$ cat src/common/adc_cfg_params.svh
`ifndef ADC_CFG_PARAMS_SVH
`define ADC_CFG_PARAMS_SVH
// register addresses
`define ADDR_CONV_SETUP      4'h1
`define ADDR_INTEG_CURRENT   4'h2
`define ADDR_ROUTE_READOUT   4'h3
// reset values
`define RESET_REG            8'h00
// write masks: writable bits of each register
`define WMASK_CONV_SETUP     8'hFF
`define WMASK_INTEG_CURRENT  8'h7F
`define WMASK_ROUTE_READOUT  8'hFD
// current code limit and reserved codes
`define RATE_CODE_RESERVED   3'h7
`define ROUTE_CODE_RESERVED  3'h7
`define CHECK_CODE_RESERVED  2'h3
`define CURRENT_CODE_MAX     3'h6
// conversion setup field positions
`define RATE_HI              7
`define RATE_LO              5
`define TURBO_BIT            4
`define CONV_MODE_BIT        3
`define REF_HI               2
`define REF_LO               1
`define TEMP_BIT             0
// integrity and current setup field positions
`define COUNTER_BIT          6
`define CHECK_HI             5
`define CHECK_LO             4
`define BURNOUT_BIT          3
`define CURRENT_HI           2
`define CURRENT_LO           0
// routing and readout field positions
`define ROUTE_ONE_HI         7
`define ROUTE_ONE_LO         5
`define ROUTE_TWO_HI         4
`define ROUTE_TWO_LO         2
`define RESERVED_BIT         1
`define AUTO_READ_BIT        0
`endif

$ cat src/common/adc_cfg_pkg.sv
package adc_cfg_pkg;
   // reference source choice
   typedef enum logic [1:0]
   {
      REF_INTERNAL,
      REF_EXTERNAL,
      REF_SUPPLY
   } refSel_t;

   // integrity check choice
   typedef enum logic [1:0]
   {
      CHECK_NONE,
      CHECK_INVERTED,
      CHECK_CRC16,
      CHECK_RESERVED
   } checkSel_t;

   // register access request
   typedef struct packed
   {
      logic       wrEn;
      logic       rdEn;
      logic [3:0] addr;
      logic [7:0] wrData;
   } regReq_t;

   // decoded configuration going to the converter
   typedef struct packed
   {
      logic [2:0] convRateSel;
      logic       turboMode;
      logic       convModeSel;
      refSel_t    refSel;
      logic       tempSenseEn;
      logic       ignoreInputCfg;
      logic       dataCounterEn;
      checkSel_t  checkSel;
      logic       burnoutSourceEn;
      logic [2:0] excitationCurrentSel;
      logic [2:0] sourceOneRoute;
      logic [2:0] sourceTwoRoute;
      logic       autoReadMode;
   } cfgOut_t;

   // all state of the bank
   typedef struct packed
   {
      logic [7:0] convSetup;
      logic [6:0] integCurrent;
      logic [7:0] routeReadout;
      logic       resultReadyFlag;
      logic [7:0] rdData;
      logic       rdValid;
      cfgOut_t    cfg;
   } bankState_t;
endpackage : adc_cfg_pkg

$ cat src/hw/adc_config_register_bank.sv
`include "adc_cfg_params.svh"

// Behaviour
// - conversion setup bits 7:5 hold the rate code, meaning set by mode
// - rate codes 0..6 give 20..1000 SPS normal, doubled turbo; 7 reserved
// - bit 4 picks normal 256 kHz or turbo 512 kHz modulator clock
// - bit 3 picks single-shot or continuous conversion
// - bits 2:1 pick internal, external, or analog supply reference
// - temperature mode ignores input config and uses internal reference
// - ready flag sets on new result, clears when result data read
// - register two bit 6 enables the conversion data counter
// - bits 5:4 pick no check, inverted copy, or CRC16; 11 reserved
// - register two bit 3 switches the burn-out current sources
// - bits 2:0 set one shared excitation current magnitude
// - registers at addresses 1, 2, 3, each resetting to zero
// - register three routes source one (7:5) and two (4:2)
// - register three bit 0 picks manual or automatic result readout
module adc_config_register_bank
   import adc_cfg_pkg::*;
(
   input  wire logic    clk,
   input  wire logic    rstn,
   input  wire regReq_t req,
   input  wire logic    resultNew,
   input  wire logic    resultRead,
   output logic [7:0]   rdData,
   output logic         rdValid,
   output cfgOut_t      cfg
);

   bankState_t state_ff;
   bankState_t nxt_state;

   // ***************************************************************
   // helpers
   // ***************************************************************

   // merge write data under a writable-bit mask
   function automatic logic [7:0] maskedWrite(input logic [7:0] old,
                                              input logic [7:0] data,
                                              input logic [7:0] mask);
      maskedWrite = (old & ~mask) | (data & mask);
   endfunction : maskedWrite

   // reference code to enum, both supply codes folded
   function automatic refSel_t decodeRef(input logic [1:0] code);
      decodeRef = code[1] ? REF_SUPPLY : refSel_t'(code);
   endfunction : decodeRef

   // ***************************************************************
   // register writes
   // ***************************************************************

   // register writes under the writable-bit masks; unmapped addresses ignored
   function automatic bankState_t applyWrite(input bankState_t st,
                                             input regReq_t    rq);
      bankState_t s;
      s = st;
      if (rq.wrEn)
      begin
         unique case (rq.addr)
            // rate, mode, reference and temperature bits
            `ADDR_CONV_SETUP:
               s.convSetup = maskedWrite(st.convSetup, rq.wrData,
                                         `WMASK_CONV_SETUP);
            // ready flag is kept apart, so a write cannot reach it
            `ADDR_INTEG_CURRENT:
               s.integCurrent = rq.wrData[6:0];
            // reserved bit masked off
            `ADDR_ROUTE_READOUT:
               s.routeReadout = maskedWrite(st.routeReadout, rq.wrData,
                                            `WMASK_ROUTE_READOUT);
            default:
               s = st;
         endcase
      end
      applyWrite = s;
   endfunction : applyWrite

   // ***************************************************************
   // ready flag
   // ***************************************************************

   // a new result wins over a read of the result in the same cycle
   function automatic logic nextReadyFlag(input logic flag,
                                          input logic setEv,
                                          input logic clearEv);
      logic f;
      f = flag;
      // clear first, so a set in the same cycle overrides it
      if (clearEv)
         f = 1'b0;
      if (setEv)
         f = 1'b1;
      nextReadyFlag = f;
   endfunction : nextReadyFlag

   // ***************************************************************
   // readback
   // ***************************************************************

   // byte seen by a read at one address; unmapped addresses read zero
   function automatic logic [7:0] readImage(input logic [3:0] addr,
                                            input bankState_t st);
      logic [7:0] image;
      image = `RESET_REG;
      unique case (addr)
         // whole register
         `ADDR_CONV_SETUP:
            image = st.convSetup;
         // ready flag on top of the writable fields
         `ADDR_INTEG_CURRENT:
            image = {st.resultReadyFlag, st.integCurrent};
         // reserved bit always reads zero
         `ADDR_ROUTE_READOUT:
         begin
            image                = st.routeReadout;
            image[`RESERVED_BIT] = 1'b0;
         end
         default:
            image = `RESET_REG;
      endcase
      readImage = image;
   endfunction : readImage

   // ***************************************************************
   // configuration decode
   // ***************************************************************

   // rate, mode and reference; temperature mode forces the internal reference
   function automatic cfgOut_t decodeSetup(input cfgOut_t    base,
                                           input logic [7:0] setup);
      cfgOut_t c;
      c                = base;
      c.convRateSel    = setup[`RATE_HI:`RATE_LO];
      c.turboMode      = setup[`TURBO_BIT];
      c.convModeSel    = setup[`CONV_MODE_BIT];
      c.tempSenseEn    = setup[`TEMP_BIT];
      c.ignoreInputCfg = setup[`TEMP_BIT];
      // both supply codes fold to one choice
      if (setup[`TEMP_BIT])
         c.refSel      = REF_INTERNAL;
      else
         c.refSel      = decodeRef(setup[`REF_HI:`REF_LO]);
      decodeSetup = c;
   endfunction : decodeSetup

   // counter enable, integrity check, burn-out and excitation current
   function automatic cfgOut_t decodeInteg(input cfgOut_t    base,
                                           input logic [6:0] integ);
      cfgOut_t c;
      c                      = base;
      // reserved check code passed through unchanged
      c.dataCounterEn        = integ[`COUNTER_BIT];
      c.checkSel             = checkSel_t'(integ[`CHECK_HI:`CHECK_LO]);
      c.burnoutSourceEn      = integ[`BURNOUT_BIT];
      c.excitationCurrentSel = integ[`CURRENT_HI:`CURRENT_LO];
      decodeInteg = c;
   endfunction : decodeInteg

   // excitation routing and result readout mode; reserved bit not decoded
   function automatic cfgOut_t decodeRoute(input cfgOut_t    base,
                                           input logic [7:0] route);
      cfgOut_t c;
      c                = base;
      c.sourceOneRoute = route[`ROUTE_ONE_HI:`ROUTE_ONE_LO];
      c.sourceTwoRoute = route[`ROUTE_TWO_HI:`ROUTE_TWO_LO];
      c.autoReadMode   = route[`AUTO_READ_BIT];
      decodeRoute = c;
   endfunction : decodeRoute

   // ***************************************************************
   // next state
   // ***************************************************************

   // register writes, ready flag, readback, decoded outputs
   always_comb
   begin
      // writes first; the read answer pulse drops unless a read is taken
      nxt_state         = applyWrite(state_ff, req);
      nxt_state.rdValid = 1'b0;
      // ready flag from this cycle's result events
      nxt_state.resultReadyFlag = nextReadyFlag(state_ff.resultReadyFlag,
                                                resultNew,
                                                resultRead);
      // readback from the old values, so a same-cycle write reads the old byte
      if (req.rdEn)
      begin
         nxt_state.rdValid = 1'b1;
         nxt_state.rdData  = readImage(req.addr, state_ff);
      end
      // decoded configuration follows the new register values
      nxt_state.cfg = '0;
      nxt_state.cfg = decodeSetup(nxt_state.cfg, nxt_state.convSetup);
      nxt_state.cfg = decodeInteg(nxt_state.cfg, nxt_state.integCurrent);
      nxt_state.cfg = decodeRoute(nxt_state.cfg, nxt_state.routeReadout);
   end

   // ***************************************************************
   // state register
   // ***************************************************************

   // all fields reset to zero
   always_ff @(posedge clk or negedge rstn)
   begin
      if (!rstn)
         state_ff <= '0;
      else
         state_ff <= nxt_state;
   end

   // ***************************************************************
   // outputs
   // ***************************************************************

   // outputs straight from flip-flops
   assign rdData  = state_ff.rdData;
   assign rdValid = state_ff.rdValid;
   assign cfg     = state_ff.cfg;

endmodule : adc_config_register_bank

$ cat config.mk
export PLATFORM = sky130hd
export DESIGN_NAME = adc_config_register_bank
export DESIGN_NICKNAME = d
export VERILOG_FILES = /design/src/common/adc_cfg_pkg.sv /design/src/hw/adc_config_register_bank.sv
export VERILOG_INCLUDE_DIRS = /design/src /design/src/common
export SDC_FILE = /design/constraint.sdc
export NUM_CORES = 1
export LEC_CHECK = 0
export BUFFER_PORTS_ARGS = -buffer_cell sky130_fd_sc_hd__buf_4
export CAP_MARGIN = 15
export CORE_AREA = 2 2 59 61
export CTS_BUF_LIST = sky130_fd_sc_hd__clkbuf_16
export DETAILED_ROUTE_END_ITERATION = 10
export DIE_AREA = 0 0 61 63
export PLACE_DENSITY_LB_ADDON = 0.12
export REMOVE_ABC_BUFFERS = 1
export SLEW_MARGIN = 40
export SYNTH_ARGS = -nofsm -noshare
export SYNTH_HDL_FRONTEND = slang
export SYNTH_SLANG_ARGS = --single-unit
$ cat constraint.sdc
create_clock -name clk -period 1.8 [get_ports clk]
set_input_delay 0.18 -clock clk [delete_from_list [all_inputs] [get_ports clk]]
set_output_delay 0.18 -clock clk [all_outputs]
set_load 0.01 [all_outputs]
==> Word-level counts from Yosys, hierarchy flattened <==
Index checks and enable logic that the tools add are counted.
{ "classes": {"n_eq_ne": 3, "muxes": 10, "bitwise_logic": 1, "n_reduce_logical": 2} }
{ "op_table": {"columns": ["operator", "n"], "rows": [
  ["$mux W56", 1],
  ["$pmux W8 S3", 1],
  ["$mux W8", 2],
  ["$mux W9", 1],
  ["$eq A4 B2 Y1 const B", 2],
  ["$or A2 B8 Y8", 1],
  ["$mux W7", 1],
  ["$eq A4 B1 Y1 const B", 1],
  ["$mux W2", 2],
  ["$mux W1", 2],
  ["$reduce_and A2 Y1", 1],
  ["$reduce_bool A2 Y1", 1]
]} }
{ "word_totals": {"ff_bits": 55, "wordCells": 35} }

==> Logic depth before layout (Yosys ltp) <==
{ "depth": {"depth_word": 5, "mapped_depth": 4, "ltp_nobuf": 3} }

==> Worst setup path before layout <==
No wires, ideal clock.
{ "synth_path": {"kind": "input to register", "startpoint": "input req[11] (netlist name)", "endpoint": "register state_ff (netlist bit cfg[11])", "setup_ns": 0.125, "arrival_ns": 0.987, "t_required_ns": 1.675, "slack_ns": 0.688, "stages": 4, "path_buffers": 1, "cell_sequence": "nor2_4 > and4b_1 > buf_4 > mux2_2"} }
{ "synth_between": {"elab_chain_len": 3} }
{ "synth_lines": {"columns": ["item", "line_no", "rtl"], "rows": [
  ["from (decl)", "adc_config_register_bank.sv:23", "input wire regReq_t req,"],
  ["$eq A4 B2 Y1", "adc_config_register_bank.sv:61", "unique case (rq.addr)"],
  ["$mux W7", "adc_config_register_bank.sv:61", null],
  ["$mux W56", "adc_config_register_bank.sv:59", "if (rq.wrEn)"],
  ["to (signal assigned)", "adc_config_register_bank.sv:209", "state_ff <= nxt_state;"],
  ["to (decl)", "adc_config_register_bank.sv:31", "bankState_t state_ff;"]
]} }
No other way between the ends. The select of a mux whose other input is x is not followed.
A chain may end at the register's enable or synchronous reset.

==> key figures <==
Power and ir drop
  – Leakage: 0.998 nW
  – Seq pwr share: 0.402
  – Pwr Total: around 0.0025 W
  – Pwr dens: 1210 nW/um^2
  – Comb pwr share: 0.224
  – Sw frac: 0.250
  – Max rail drop VDD: 0.685 mV
  – Internal power: ~0.0019 W
  – Switch Pwr: between 0.0006 and 0.0007 W
  – Clock power frac: 0.374

Logic synthesis
  – Top post-synthesis cells by area: dfrtp_1 49%, mux2_2 19%, buf_4 15%
  – Post-synthesis compound-gate area fraction: 0.0712
  – Number of flops mapped to enable cells by yosys: 0
  – Yosys Warn Count: 0
  – Simple-gate share of the synthesized area: 0.0588
  – Post-synth ARST share: 1.00
  – Primary FF master, synth: dfrtp_1
  – Syn Std Cell Area: between 1500 and 2000 sq um
  – Adder-Cell Fraction of Synth Area: 0
  – Syn Area/Cell: 12.3 sq um
  – Post-synthesis xor/xnor area fraction: 0
  – FF+latch count, synth: 34
  – Post-Syn Instances: 140
  – Mux cell area share after synthesis: 0.201
  – Largest family of logic cells by synthesized area: multiplexers
  – Register area share after synthesis: 0.494
  – Yosys top cell area share: 0.494
  – Netlist cell types: 21
  – Yosys top cell by area: dfrtp_1

Worst setup path
  – Worst-path cell chain: or3b_2, mux2i_1
  – Data required, critical path: approximately 2000 ps
  – Worst-path maximum fanout: 6
  – Slowest CP cell: or3b_2
  – Crit Path Class: flip-flop to flip-flop
  – Critical Path AT: ~1400 ps
  – Worst path max stage delay: 490 ps
  – CP endpoint kind: flip-flop
  – Crit path launch type: flip-flop

Final layout
  – Fillers: approximately 270
  – N_diodes: 0
  – Area growth, synth to finish: 20.2%
  – Most frequent cells in the layout: 51 x buf_4, 34 x dfrtp_1, 29 x mux2_2
  – Layout cells sized above 1: 0.567
  – Most common cell after layout, fill and taps aside: buf_4
  – Design Area, Final: between 2000 and 2500 sq um
  – Fin nets: 181
  – Register area: approximately 850 sq um
  – Footprint of the multi-input gates: around 570 sq um

Floorplan
  – Initial core utilization: 0.533
  – CORE AREA: roughly 3200 sq um
  – I/O pins: 50
  – Die width: 61 um
  – # rows: 21
  – DIE AREA: 3840 sq um
  – Die Y: ~63 um

Global route
  – GRT overflow: 0
  – Total GRT Usage: 0.208
  – First-pass GRT wire length: about 5700 um
  – Largest net degree at the start of global routing: 35
  – Antenna violations before repair: 0
  – Number of global-route vias before repair: between 1000 and 1500

Route
  – Iter 0 DRT Violations: 73
  – Drt wl/cell: approximately 16 um
  – Post-route ant nets: 0
  – First-pass iteration count of the detailed router: 4
  – DRC violations left: 0
  – Post-Route WL: between 3000 and 4000 um
  – Vias/cell: ~5.4
  – Via count: between 1000 and 1500

Clock tree
  – Clk root buf: clkbuf_16
  – TritonCTS Sinks: 34
  – TritonCTS Buffers: 5
  – CTS tree: built
  – Clock slew seen by the registers of the worst setup and hold paths: roughly 50 ps
  – H-Tree Depth: 2
  – Clk buf depth: 2
  – Skew-Pair Late Insertion Delay: between 200 and 300 ps

Place
  – Detailed Place HPWL: 2360 um
  – Final GP Congestion: 0.717
  – Post-DP Area: 1900 sq um
  – IO buf count: between 40 and 50

Flow run
  – Maxcap violations: 0

Timing
  – Worst rel slew slack: 0.694
  – Fin crit period: 1210 ps
  – Setup violators final: 0
  – RSZ-0062 raised after global routing: false
  – Max-slew violation count: 0
  – WHS: about 80 ps
  – Fmax: 824 MHz
  – Slew @ Worst Pin: 458 ps
  – Final Hold Vio Count: 0
  – Final period util: 0.674
  – Setup tns final: 0 ps
  – Final Skew: roughly 4.6 ps

Hold path
  – Min-Delay Path Class: primary input to flip-flop

Status
  – Status: finished clean
-- power by group through the flow --
stage	clock network (W)	registers [W]	logic, W
floorplan	0	0.00106	0.000199
CTS	0.000961	0.00101	0.000570
finish	0.000939	0.00101	0.000562
global route	0.000997	0.00103	0.000616
global placement	0	0.00101	0.000550
detailed placement	0	0.00102	0.000563
-- critical path: cells and delay by family, from the launching register on --
| family | cells | cell delay (ps) |
|---|---|---|
| simple gates | 1 | 490 |
| flops | 1 | 430 |
| mux | 1 | 200 |
-- registers in the layout (all words and copies together) (netlist names) --
| register | flops |
|---|---|
| cfg | 13 |
| state_ff | 12 |
| rdData | 8 |
| rdValid | 1 |
-- per-layer routing --
metal  GRT usage  share of wire
met3      0.0518          0.065
met2       0.331           0.52
met1       0.264           0.40
met4      0.0897          0.023
met5           0              0
-- layout make-up --
type                       instances  area share
timing repair buffer              52       0.190
clock buffer                       5      0.0604
tap                               46      0.0278
multi-input combinational         61       0.276
sequential                        34       0.411
clock inverter                     3      0.0193
inverter                           9      0.0163
-- final timing paths --
check / startpoint / end / slack [ps] / cells after the start
hold reg to reg: state_ff[32] / state_ff[32] / 480 / 1
hold / removal: resultNew / state_ff[32] / 80 / 2
setup / recovery: state_ff[48] / cfg[16] / 590 / 2
min in group asynchronous: rstn / cfg[17] / 400 / 2
setup reg to reg: state_ff[48] / cfg[16] / 590 / 2
max in group asynchronous: rstn / rdData[7] / 1100 / 2
-- Yosys cell counts, types with 2 or more instances --
master,instances
nand2b_1,2
inv_1,9
a22oi_1,7
nand2_1,2
dfrtp_1,34
o22ai_1,8
mux2_2,29
buf_4,35
mux2i_1,2
-- cells by family after synthesis --
kind of cell	count (synthesis)
multiplexers	31
AND/OR/NAND/NOR	12
buffers and inverters	45
flip-flops	34
AO/OA/AOI/OAI	18
-- per-stage QoR --
step / worst slack [ps] / std cells / util
3_3_place_gp: 431 / 201 / 0.587
5_1_grt: 508 / 210 / 0.641
3_5_place_dp: 409 / 201 / 0.587
6_report: 587 / 210 / 0.641
2_1_floorplan: 639 / 104 / -
4_1_cts: 583 / 210 / 0.641
-- what timing repair did --
| action | in CTS | in global routing |
|---|---|---|
| setup buffers | 0 | 0 |
| gates resized for setup | 0 | 0 |
| endpoints found under the hold margin | 34 | 0 |
| hold buffers | 1 | 0 |
(Power assumes the default switching activity.)
